<file path="config.mk">
export PLATFORM = sky130hd
export DESIGN_NAME = sdcs_ctrl
export DESIGN_NICKNAME = d
export VERILOG_FILES = /design/src/rtl/sdcs_pkg.sv /design/src/rtl/sdcs_timer.sv /design/src/rtl/sdcs_ctrl.sv
export SDC_FILE = /design/constraint.sdc
export NUM_CORES = 1
export LEC_CHECK = 0
export ABC_AREA = 0
export BUFFER_PORTS_ARGS = -buffer_cell sky130_fd_sc_hd__buf_2
export CORE_UTILIZATION = 40
export DETAILED_ROUTE_END_ITERATION = 16
export PLACE_DENSITY = 0.63
export SYNTH_ARGS = -nofsm -noshare
export SYNTH_HDL_FRONTEND = slang
export SYNTH_HIERARCHICAL = 1
export SYNTH_SLANG_ARGS = --single-unit
</file>
<file path="constraint.sdc">
create_clock -name mclk -period 4.8 [get_ports mclk]
set_clock_uncertainty 0.2 [all_clocks]
set_input_delay 0.48 -clock mclk [delete_from_list [all_inputs] [get_ports mclk]]
set_output_delay 0.48 -clock mclk [all_outputs]
set_load 0.02 [all_outputs]
</file>
<file path="src/rtl/sdcs_pkg.sv">
package sdcs_pkg;
	localparam int CLK_MHZ = 20;
	localparam int CLK_PERIOD_NS = 50;
	// Power-up pause in microseconds and its cycle count (least time, rounded up).
	localparam int POWERUP_US = 100;
	localparam int POWERUP_CYC = POWERUP_US * CLK_MHZ;
	// Last write data to manual precharge, in nanoseconds.
	localparam int WRITE_RECOVERY_NS = 15;
	localparam int WRITE_RECOVERY_CYC_RAW = (WRITE_RECOVERY_NS + CLK_PERIOD_NS - 1) / CLK_PERIOD_NS;
	// One whole clock must lie inside the recovery interval, so at least two edges pass.
	localparam int WRITE_RECOVERY_CYC = (WRITE_RECOVERY_CYC_RAW < 1) ? 2 : WRITE_RECOVERY_CYC_RAW + 1;
	// Interval defaults in cycles; the memory's own figures are not given here.
	localparam int REFRESH_CYCLE_CYC = 4;
	localparam int MODE_LOAD_CYC = 2;
	localparam int ROW_ACTIVE_CYC = 3;
	localparam int PRECHARGE_CYC = 2;
	localparam int REFRESH_PERIOD_CYC = 156;
	localparam int CNT_W = 16;
	localparam int WAKE_REFRESHES = 2;

	// Command encodings on cs_n, ras_n, cas_n, we_n.
	localparam logic [3:0] CMD_INHIBIT = 4'h8;
	localparam logic [3:0] CMD_NOP = 4'h7;
	localparam logic [3:0] CMD_ACTIVE = 4'h3;
	localparam logic [3:0] CMD_WRITE = 4'h4;
	localparam logic [3:0] CMD_PRECHARGE = 4'h2;
	localparam logic [3:0] CMD_REFRESH = 4'h1;
	localparam logic [3:0] CMD_MODE = 4'h0;
	localparam int AP_BIT = 10;

	typedef struct packed {
		logic [3:0]  cmd;
		logic        cke;
		logic [1:0]  bank;
		logic [12:0] addr;
	} sdcs_bus_t;

	typedef struct packed {
		logic [1:0]  bank;
		logic [12:0] row;
		logic [9:0]  col;
		logic        auto_pre;
	} sdcs_req_t;
endpackage

</file>
<file path="src/rtl/sdcs_timer.sv">
`timescale 1ns/1ps
module sdcs_timer
	import sdcs_pkg::*;
(
	input  wire logic             mclk,
	input  wire logic             srst,
	input  wire logic             load,
	input  wire logic [CNT_W-1:0] value,
	output logic                  done
);
	logic [CNT_W-1:0] cnt_r;
	logic [CNT_W-1:0] cnt_nxt;

	always_comb begin
		cnt_nxt = cnt_r;
		if (load) begin
			cnt_nxt = value;
		end else if (cnt_r != '0) begin
			cnt_nxt = cnt_r - 16'h0001;
		end
	end

	always_ff @(posedge mclk) begin
		if (srst) begin
			cnt_r <= '0;
		end else begin
			cnt_r <= cnt_nxt;
		end
	end

	assign done = (cnt_r == '0) && !load;
endmodule // sdcs_timer

</file>
<file path="src/rtl/sdcs_ctrl.sv">
// Summary of operation
// Wait 100 us, then two refreshes.
// Redo two refreshes when refresh period overrun.
// Change clock only when stopped or powered down.
// Auto-precharge write keeps a full recovery clock.
// Only idle commands during refresh cycle interval.
// Idle command within mode-load delay after mode load.
// 15 ns from last write data to precharge.
// Open page write waits recovery before precharge.
// One refresh per refresh command issued.
// Keep refreshing while in power-down.
// Precharge only after row active minimum.
// Idle cycles drive NOP or inhibit.
`timescale 1ns/1ps
module sdcs_ctrl
	import sdcs_pkg::*;
#(
	parameter int POWERUP_CYCLES = POWERUP_CYC
)
(
	input  wire logic      mclk,
	input  wire logic      srst,
	input  wire logic      wr_valid,
	input  wire sdcs_req_t wr_req,
	output logic           wr_ready,
	input  wire logic      pd_req,
	input  wire logic      clk_change_req,
	output logic           clk_change_ok,
	output logic           init_done,
	output sdcs_bus_t      mem
);
	typedef enum logic [3:0] {
		SDCS_POWERUP = 4'h0,
		SDCS_WAKE_REF = 4'h1,
		SDCS_WAKE_WAIT = 4'h2,
		SDCS_MODE = 4'h3,
		SDCS_MODE_WAIT = 4'h4,
		SDCS_IDLE = 4'h5,
		SDCS_ACT_WAIT = 4'h6,
		SDCS_WR_WAIT = 4'h7,
		SDCS_PRE_WAIT = 4'h8,
		SDCS_REF_WAIT = 4'h9,
		SDCS_PDOWN = 4'ha,
		SDCS_WRITE = 4'hb,
		SDCS_PRE = 4'hc
	} sdcs_state_t;

	sdcs_state_t      st_r;
	sdcs_state_t      st_nxt;
	sdcs_bus_t        mem_r;
	sdcs_bus_t        mem_nxt;
	sdcs_req_t        req_r;
	sdcs_req_t        req_nxt;
	logic [1:0]       wake_r;
	logic [1:0]       wake_nxt;
	logic [CNT_W-1:0] refage_r;
	logic [CNT_W-1:0] refage_nxt;
	logic             init_r;
	logic             init_nxt;
	logic             tload;
	logic [CNT_W-1:0] tval;
	logic             tdone;
	logic             ras_load;
	logic             ras_done;
	logic [31:0]      pu_r;
	logic [31:0]      pu_nxt;

	sdcs_timer u_wait (
		.mclk  (mclk),
		.srst  (srst),
		.load  (tload),
		.value (tval),
		.done  (tdone)
	);

	// Row active minimum runs from ACTIVE independently of the recovery wait.
	sdcs_timer u_ras (
		.mclk  (mclk),
		.srst  (srst),
		.load  (ras_load),
		.value (CNT_W'(ROW_ACTIVE_CYC - 1)),
		.done  (ras_done)
	);

	function automatic sdcs_bus_t idle_cmd(input logic cke);
		sdcs_bus_t b;
		b = '0;
		b.cmd = CMD_NOP;
		b.cke = cke;
		return b;
	endfunction

	logic ref_due;
	assign ref_due = refage_r >= CNT_W'(REFRESH_PERIOD_CYC - REFRESH_CYCLE_CYC - 8);

	always_comb begin
		st_nxt = st_r;
		mem_nxt = idle_cmd(1'b1);
		req_nxt = req_r;
		wake_nxt = wake_r;
		init_nxt = init_r;
		pu_nxt = pu_r;
		tload = 1'b0;
		tval = '0;
		ras_load = 1'b0;
		refage_nxt = (refage_r == '1) ? refage_r : refage_r + 16'h0001;
		case (st_r)
			SDCS_POWERUP: begin
				mem_nxt = idle_cmd(1'b1);
				if (pu_r >= 32'(POWERUP_CYCLES - 1)) begin
					st_nxt = SDCS_WAKE_REF;
					wake_nxt = 2'(WAKE_REFRESHES);
				end else begin
					pu_nxt = pu_r + 32'h00000001;
				end
			end
			SDCS_WAKE_REF: begin
				mem_nxt.cmd = CMD_REFRESH;
				wake_nxt = wake_r - 2'h1;
				refage_nxt = '0;
				tload = 1'b1;
				tval = CNT_W'(REFRESH_CYCLE_CYC - 1);
				st_nxt = SDCS_WAKE_WAIT;
			end
			SDCS_WAKE_WAIT: begin
				if (tdone) begin
					if (wake_r != 2'h0) begin
						st_nxt = SDCS_WAKE_REF;
					end else if (init_r) begin
						st_nxt = SDCS_IDLE;
					end else begin
						st_nxt = SDCS_MODE;
					end
				end
			end
			SDCS_MODE: begin
				mem_nxt.cmd = CMD_MODE;
				mem_nxt.addr = 13'h0020;
				tload = 1'b1;
				tval = CNT_W'(MODE_LOAD_CYC - 1);
				st_nxt = SDCS_MODE_WAIT;
			end
			SDCS_MODE_WAIT: begin
				if (tdone) begin
					init_nxt = 1'b1;
					st_nxt = SDCS_IDLE;
				end
			end
			SDCS_IDLE: begin
				if (refage_r >= CNT_W'(REFRESH_PERIOD_CYC)) begin
					wake_nxt = 2'(WAKE_REFRESHES);
					st_nxt = SDCS_WAKE_REF;
				end else if (ref_due) begin
					mem_nxt.cmd = CMD_REFRESH;
					refage_nxt = '0;
					tload = 1'b1;
					tval = CNT_W'(REFRESH_CYCLE_CYC - 1);
					st_nxt = SDCS_REF_WAIT;
				end else if (pd_req) begin
					mem_nxt.cke = 1'b0;
					st_nxt = SDCS_PDOWN;
				end else if (wr_valid) begin
					req_nxt = wr_req;
					mem_nxt.cmd = CMD_ACTIVE;
					mem_nxt.bank = wr_req.bank;
					mem_nxt.addr = wr_req.row;
					ras_load = 1'b1;
					tload = 1'b1;
					tval = CNT_W'(1);
					st_nxt = SDCS_ACT_WAIT;
				end
			end
			SDCS_ACT_WAIT: begin
				if (tdone) begin
					st_nxt = SDCS_WRITE;
				end
			end
			SDCS_WRITE: begin
				mem_nxt.cmd = CMD_WRITE;
				mem_nxt.bank = req_r.bank;
				mem_nxt.addr = {3'h0, req_r.col};
				mem_nxt.addr[AP_BIT] = req_r.auto_pre;
				tload = 1'b1;
				// Auto precharge needs the recovery clocks plus the precharge period.
				tval = req_r.auto_pre ? CNT_W'(WRITE_RECOVERY_CYC + PRECHARGE_CYC - 1)
					: CNT_W'(WRITE_RECOVERY_CYC - 1);
				st_nxt = req_r.auto_pre ? SDCS_PRE_WAIT : SDCS_WR_WAIT;
			end
			SDCS_WR_WAIT: begin
				if (tdone && ras_done) begin
					st_nxt = SDCS_PRE;
				end
			end
			SDCS_PRE: begin
				mem_nxt.cmd = CMD_PRECHARGE;
				mem_nxt.bank = req_r.bank;
				tload = 1'b1;
				tval = CNT_W'(PRECHARGE_CYC - 1);
				st_nxt = SDCS_PRE_WAIT;
			end
			SDCS_PRE_WAIT, SDCS_REF_WAIT: begin
				if (tdone) begin
					st_nxt = SDCS_IDLE;
				end
			end
			SDCS_PDOWN: begin
				mem_nxt.cke = 1'b0;
				// Leaving power-down early to refresh keeps the contents safe.
				if (!pd_req || ref_due) begin
					mem_nxt.cke = 1'b1;
					st_nxt = SDCS_IDLE;
				end
			end
			default: begin
				st_nxt = SDCS_POWERUP;
			end
		endcase
	end

	always_ff @(posedge mclk) begin
		if (srst) begin
			st_r <= SDCS_POWERUP;
			mem_r <= '{cmd: CMD_INHIBIT, cke: 1'b1, bank: 2'h0, addr: 13'h0000};
			req_r <= '0;
			wake_r <= 2'h0;
			refage_r <= '0;
			init_r <= 1'b0;
			pu_r <= 32'h00000000;
		end else begin
			st_r <= st_nxt;
			mem_r <= mem_nxt;
			req_r <= req_nxt;
			wake_r <= wake_nxt;
			refage_r <= refage_nxt;
			init_r <= init_nxt;
			pu_r <= pu_nxt;
		end
	end

	assign mem = mem_r;
	assign init_done = init_r;
	assign wr_ready = (st_r == SDCS_IDLE) && !ref_due && !pd_req && (refage_r < CNT_W'(REFRESH_PERIOD_CYC));
	// Frequency may move only while the memory sits in power-down.
	assign clk_change_ok = clk_change_req && (st_r == SDCS_PDOWN) && (mem_r.cke == 1'b0);

	logic [31:0] since_ref_r;
	logic [31:0] since_ref_nxt;

	// Spacing is measured from the command actually on the bus, not from the decision to send it.
	always_comb begin
		since_ref_nxt = since_ref_r + 32'h00000001;
		if (mem_r.cmd == CMD_REFRESH) begin
			since_ref_nxt = 32'h00000000;
		end
	end

	always_ff @(posedge mclk) begin
		if (srst) begin
			since_ref_r <= 32'h00000000;
		end else begin
			since_ref_r <= since_ref_nxt;
		end
	end

	refresh_idle_a: assert property (@(posedge mclk) disable iff (srst)
		mem_r.cmd == CMD_REFRESH |=> (mem_r.cmd == CMD_NOP || mem_r.cmd == CMD_INHIBIT)[*3])
		else $error("command issued during refresh cycle interval");
	mode_idle_a: assert property (@(posedge mclk) disable iff (srst)
		mem_r.cmd == CMD_MODE |=> mem_r.cmd == CMD_NOP)
		else $error("no idle command after mode load");
	wake_two_a: assert property (@(posedge mclk) disable iff (srst)
		$rose(init_r) |-> $past(st_r) == SDCS_MODE_WAIT && pu_r >= 32'(POWERUP_CYCLES - 1))
		else $error("init done before power-up wake sequence");
	no_early_cmd_a: assert property (@(posedge mclk) disable iff (srst)
		st_r == SDCS_POWERUP |-> mem_r.cmd == CMD_NOP || mem_r.cmd == CMD_INHIBIT)
		else $error("command during power-up pause");
	write_pre_a: assert property (@(posedge mclk) disable iff (srst)
		mem_r.cmd == CMD_WRITE |=> (mem_r.cmd != CMD_PRECHARGE)[*2])
		else $error("precharge too soon after write");
	ras_min_a: assert property (@(posedge mclk) disable iff (srst)
		mem_r.cmd == CMD_ACTIVE |=> (mem_r.cmd != CMD_PRECHARGE)[*2])
		else $error("precharge before row active minimum");
	refresh_age_a: assert property (@(posedge mclk) disable iff (srst)
		init_r |-> since_ref_r <= 32'(REFRESH_PERIOD_CYC + 8))
		else $error("refresh period exceeded");
	clk_change_a: assert property (@(posedge mclk) disable iff (srst)
		clk_change_ok |-> mem_r.cke == 1'b0 && mem_r.cmd == CMD_NOP && init_r)
		else $error("clock change allowed outside power-down");
	autopre_gap_a: assert property (@(posedge mclk) disable iff (srst)
		mem_r.cmd == CMD_WRITE && mem_r.addr[AP_BIT] |=> (mem_r.cmd == CMD_NOP)[*3])
		else $error("command inside auto precharge recovery");
	// Power-down must never hide a command, and must give way to a due refresh.
	pdown_idle_a: assert property (@(posedge mclk) disable iff (srst)
		mem_r.cke == 1'b0 |-> mem_r.cmd == CMD_NOP)
		else $error("command issued with clock enable low");
	pdown_exit_a: assert property (@(posedge mclk) disable iff (srst)
		st_r == SDCS_PDOWN && ref_due |=> mem_r.cke == 1'b1)
		else $error("power-down kept although refresh due");
	ready_init_a: assert property (@(posedge mclk) disable iff (srst)
		wr_ready |-> init_r)
		else $error("write accepted before initialisation");
endmodule // sdcs_ctrl

</file>
* Word-level counts from Yosys, hierarchy flattened *
Index checks and enable logic that the tools add are counted.

word-level totals
  output and inout port bits = 23
  input port bits = 31
  word-level logic and storage cells = 134
  register bits after elaboration = 120

operators by class
  eq/ne operators = 21
  bitwise gates (word level) = 5
  order comparisons = 4
  muxes and demuxes = 52
  reductions and logical operators = 32
  add/subtract/negate cells = 5

operators with widths
  kind                                                          number
  2-to-1 mux 16 bit                                             6
  2-to-1 mux 4 bit                                              12
  one-hot mux 4 bit (11 select lines)                           1
  one-hot mux 13 bit (3 select lines)                           1
  adder 32 x 1 -> 32 bit (second input constant)                1
  >= comparator 16 x 8 -> 1 bit (second input constant)         2
  >= comparator 32 x 11 -> 1 bit (second input constant)        1
  logical NOT 16 bit                                            2
  one-hot mux 16 bit (2 select lines)                           1
  nonzero test 16 bit                                           2
  subtractor 16 x 1 -> 16 bit (second input constant)           2
  2-to-1 mux 15 bit                                             2
  == test 4 bit (second input constant)                         5
  2-to-1 mux 20 bit                                             1
  one-hot mux 4 bit (5 select lines)                            1
  adder 16 x 1 -> 16 bit (second input constant)                1
  == test 16 bit (second input constant)                        1
  == test 4 x 3 -> 1 bit (second input constant)                4
  less-than comparator 16 x 8 -> 1 bit (second input constant)  1
  2-to-1 mux 2 bit                                              7
  2-to-1 mux 3 bit                                              4
  != test 2 bit (second input constant)                         6
  2-to-1 mux 1 bit                                              11
  == test 4 x 2 -> 1 bit (second input constant)                2
  other kinds (22)                                              42

* Longest topological paths before layout *
  word-level depth = 10
  depth in mapped cells = 13
  depth with buffers taken out = 11

* Modules after synthesis *
Netlist, hierarchy kept.

modules (own cells, without submodules)
  module      cells an instance  seq. area each (sq um)  times used  area an instance (sq um)
  sdcs_ctrl   422                1761.7                  1           3682.3
  sdcs_timer  120                320.3                   2           991.0

* Least setup slack after synthesis *
Ideal clock, no wire load.

  path kind = flip-flop to flip-flop
  start = register refage_r[5]
  end = register st_r[0]
  path slack = 1643 ps
  buffers on the path = 2
  setup time = 123 ps
  clock period less this slack = 3157 ps
  cell stages (with the launch flop) = 14
  arrival = 2834 ps
  required time = 4477 ps
  path through = dfxtp_1 -> buf_2 -> o31ai_1 -> nand3_1 -> nor3_4 -> nand2_2 -> inv_2 -> buf_6 -> inv_1 -> nand3_1 -> nor2_2 -> o32a_1 -> o211ai_2 -> mux2_1

on the way
  longest elaborated chain between the ends = 9
  elaborated cells between the ends (all ways) = 24
  classes of those cells = 2 x order compare; 6 x eq/ne; 9 x mux; 7 x reduce/logical

RTL lines
  element                            RTL line          text
  from (decl)                        sdcs_ctrl.sv:56   logic [CNT_W-1:0] refage_r;
  from (signal assigned)             sdcs_ctrl.sv:234  refage_r <= refage_nxt;
  >= comparator 16 x 8 -> 1 bit      sdcs_ctrl.sv:94   assign ref_due = refage_r >= CNT_W'(REFRESH_PERIOD_CYC - REFRESH_CYCLE_CYC - 8);
  2-to-1 mux 1 bit                   sdcs_ctrl.sv:153  end else if (ref_due) begin
  2-to-1 mux 1 bit (*)               sdcs_ctrl.sv:150  if (refage_r >= CNT_W'(REFRESH_PERIOD_CYC)) begin
  2-to-1 mux 1 bit (*)               sdcs_ctrl.sv:107  case (st_r)
  via ras_load                       sdcs_ctrl.sv:63   logic ras_load;
  logical NOT 1 bit (*)              sdcs_timer.sv:31  assign done = (cnt_r == '0) && !load;
  logical AND 1 bit (*)              sdcs_timer.sv:31
  via ras_done                       sdcs_ctrl.sv:64   logic ras_done;
  logical AND 1 bit (*)              sdcs_ctrl.sv:190  if (tdone && ras_done) begin
  != test 2 bit (no line) (*)        -
  AND reduction 7 bit (no line) (*)  -
  to (signal assigned)               sdcs_ctrl.sv:230  st_r <= st_nxt;
  to (decl)                          sdcs_ctrl.sv:48   sdcs_state_t st_r;

The timed path passes the listed nets; every way through them passes the cells marked *.
A chain may end at the register's enable or synchronous reset.

* Worst setup path after layout *
  start = register st_r[2]
  end = register st_r[2]

on the way
  longest elaborated chain between the ends = 8
  elaborated cells between the ends (all ways) = 31
  classes of those cells = 19 x eq/ne; 3 x mux; 9 x reduce/logical

RTL lines
  element                                      RTL line          text
  == test 4 bit, or another cell as far along  sdcs_ctrl.sv:107
  OR reduction 4 bit (no line)                 -
  one-hot mux 1 bit (2 select lines) (*)       sdcs_ctrl.sv:107
  via tload                                    sdcs_ctrl.sv:60   logic tload;
  logical NOT 1 bit (*)                        sdcs_timer.sv:31
  logical AND 1 bit (*)                        sdcs_timer.sv:31
  via tdone                                    sdcs_ctrl.sv:62   logic tdone;
  logical AND 1 bit                            sdcs_ctrl.sv:190
  != test 2 bit (no line)                      -
  AND reduction 7 bit (no line) (*)            -

Marked as above.

==> results_dict.tcl <==
set metrics [dict create \
    combinationalPowerShare_pct 31.7 \
    drt_pass1_iterations 4 \
    die_area_sq_mm 0.0146 \
    tightestPinTransition_ps 938 \
    timing.final.setup_violations 0 \
    first_iter_violations 316 \
    layout.cells.most_common_list "120 x sky130_fd_sc_hd__dfxtp_1, 86 x sky130_fd_sc_hd__nor2_1, 60 x sky130_fd_sc_hd__nand2_1" \
    drive_above_1_share_pct 16.5 \
    post-cts-setup-buffer-count 0 \
    p_leak_uw 0.00258 \
    final.setup.tns_ps 0 \
    critical_path.startpoint_type "register" \
    initial_core_util_pct 41.0 \
    coreArea_sq_mm 0.0138 \
    power_frac_clock_pct 34.0 \
    crit_path_max_fanout 20 \
    final_net_count 771 \
    post_cts_hold_fix_bufs 0 \
    final_common_cell "sky130_fd_sc_hd__dfxtp_1" \
    final_core_density_pct 48.6 \
    vias_per_cell 5.27 \
    timing_hold_violations_final 0 \
    post-place-cells 895 \
    ir_drop_uv 265 \
    insertedDiodeCount 0 \
    areaGrowthSynthToFinish_pct 18.8 \
    storage_cell_area_sq_mm 0.00240 \
    asyncSetResetFlopFracSynth_pct 0 \
    top_level_i_o_count 54 \
    route.vias.total 4883 \
    drt-total-wl_um 12800 \
    synth.lib_cells_used.distinct 65 \
    cts-resized-gates 0 \
    postSynthAreaPerCell_sq_um 8.56 \
    yosys_warnings 6 \
    p_int_uw 2490 \
    post_route_insts_no_fill 926 \
    synth_seq_area_share_pct 42.4 \
    cts_tree "built" \
    total_number_of_h_tree_levels 4 \
    root_buffer "sky130_fd_sc_hd__clkbuf_16" \
    outcome "finished, final reports clean" \
    first_global_vias 4731 \
    mappedNetlistArea_sq_mm 0.00566 \
    hpwl_um 8960 \
    clk_latency_ps 410 \
    globalRoute.totalOverflow 0 \
    syn-instance-count 662 \
    fp.dieW_um 121 \
    finalCritPeriodShare_pct 83.3 \
    grt_first_pass_wirelength_um 21300 \
    port_buffers 53 \
    worstSetupPathType "reg -> reg" \
    seq_power_share_pct 34.3 \
    min_delay_path_class "in -> reg" \
    ys_seq_elements 120 \
    synth_edf_count 0 \
    post-route-worst-setup-slack_ps 800 \
    timing_max_transition_violations_final 0 \
    path_clk_slew_ps 60 \
    powerDensity_mw_per_mm2 566 \
    cts_max_path_buffers 2 \
    relSlewSlack_pct 37.1 \
    gpl.final_weighted_congestion 0.813 \
    route.antenna.remaining_nets 0 \
    post-place-ws_ps 838 \
    power_switching_share_pct 34.6 \
    drv.max_cap_violation_count 0 \
    finalWorstPathRequiredPeriod_ps 4000 \
    rsz0062_at_grt "false" \
    worst_ep_required_time_ps 4890 \
    crit_arrival_ps 4090 \
    timing.critical_path.to_type "register" \
    initial_antenna_violation_count 0 \
    grt_util_all_layers_pct 18.1 \
    multi_input_area_sq_mm 0.00309 \
    max_clock_freq_mhz 250 \
    drc_errors 0 \
    netSwitchingPower_uw 1320 \
    die_height_um 121 \
    synthFlopType "sky130_fd_sc_hd__dfxtp_1" \
    core.rowCount 43 \
    average_wire_per_cell_in_the_routed_design_um 13.8 \
    num-fill-cells 1335 \
    grt_max_degree 58 \
    tritoncts_num_sinks 120 \
    cts-buffers-inserted 17 \
]
## worst paths after layout
path              slack [ps]  depth (start not counted)       end       start
hold reg to reg          260                          2  req_r[6]    req_r[6]
setup reg to reg         800                         12   st_r[2]     st_r[2]
setup / recovery         800                         12   st_r[2]     st_r[2]
hold / removal            90                          3   mem[11]  wr_req[22]
## worst max-delay path, cell delays in order, from the launching register on
cell,delay (ps)
sky130_fd_sc_hd__dfxtp_1,610
sky130_fd_sc_hd__inv_2,90
sky130_fd_sc_hd__or3_1,460
sky130_fd_sc_hd__nor4_2,340
sky130_fd_sc_hd__o21ai_0,250
sky130_fd_sc_hd__nand2_1,120
sky130_fd_sc_hd__buf_4,230
sky130_fd_sc_hd__inv_1,310
sky130_fd_sc_hd__nand3_1,280
sky130_fd_sc_hd__nor2_2,140
sky130_fd_sc_hd__o32a_1,370
sky130_fd_sc_hd__o211ai_2,130
sky130_fd_sc_hd__mux2_1,350
## metal layers
layer	share of wire (%)	up-vias	track usage [%]
met2	48	81	30.1
li1	-	2488	-
met5	0	-	0
met3	3.3	10	4.89
met1	48	2304	22.4
met4	1.1	0	5.94
## registers in the layout, summed over array words and instances (netlist names)
name          count
init_done         1
mem              20
pu_r             32
refage_r         16
req_r            13
st_r              4
u_ras/cnt_r      16
u_wait/cnt_r     16
wake_r            2
## stage by stage
| stage | cell area, sq um | hold WS [ps] | total power [uW] |
|---|---|---|---|
| 6_report | 6730 | 91.5 | 3800 |
| 5_1_grt | 6730 | 88.2 | 4030 |
| 4_1_cts | 6730 | 74.7 | 3820 |
| 3_5_place_dp | 6120 | 251 | 2520 |
| 3_3_place_gp | 6120 | 243 | 2490 |
| 2_1_floorplan | 5770 | 233 | 2270 |
## cell families (layout without fill, tap and decap cells)
family                   Yosys count  in the layout  share of synthesized area (%)
AND/OR/NAND/NOR                  296            296                           28.3
AO/OA/AOI/OAI                    140            140                           17.1
flip-flops                       120            120                           42.4
buffers and inverters             62            118                           4.95
XOR/XNOR                          28             28                           4.33
multiplexers                       8              8                           1.50
adder cells (fa/ha/maj)            6              6                           1.33
other                              2             30                          0.133
## final cells by class
cell class | instances | area share, %
Clock inverter | 11 | 2.19
Inverter | 30 | 1.67
Sequential cell | 120 | 35.7
Timing Repair Buffer | 57 | 4.39
Tap cell | 180 | 3.35
Multi-Input combinational cell | 508 | 45.9
Clock buffer | 20 | 6.79
## synth_stat cells (6+ instances only)
cell type	instances	area, sq um
sky130_fd_sc_hd__nor4_1	13	81.3
sky130_fd_sc_hd__nor4_2	8	100
sky130_fd_sc_hd__ha_1	6	75.1
sky130_fd_sc_hd__clkbuf_1	19	71.3
sky130_fd_sc_hd__xnor2_1	14	123
sky130_fd_sc_hd__nor2b_1	27	169
sky130_fd_sc_hd__nand2_1	60	225
sky130_fd_sc_hd__a211oi_1	11	82.6
sky130_fd_sc_hd__nand3_1	23	115
sky130_fd_sc_hd__nand2b_1	8	50.1
sky130_fd_sc_hd__dfxtp_1	120	2400
sky130_fd_sc_hd__nor2_1	86	323
sky130_fd_sc_hd__nand4_1	11	68.8
sky130_fd_sc_hd__a22oi_1	9	67.6
sky130_fd_sc_hd__a31oi_1	10	62.6
sky130_fd_sc_hd__xor2_1	14	123
sky130_fd_sc_hd__inv_1	28	105
sky130_fd_sc_hd__a21oi_1	49	245
sky130_fd_sc_hd__o21ai_0	14	70.1
sky130_fd_sc_hd__nor3_1	22	110
## power groups by stage
| stage | Sequential (uW) | Combinational (uW) | Clock, uW |
|---|---|---|---|
| 6_report | 1310 | 1210 | 1290 |
| 2_1_floorplan | 1280 | 988 | 0 |
| 4_1_cts | 1300 | 1200 | 1320 |
| 3_3_place_gp | 1320 | 1170 | 0 |
| 3_5_place_dp | 1320 | 1200 | 0 |
| 5_1_grt | 1330 | 1340 | 1360 |
(Power assumes the default switching activity.)
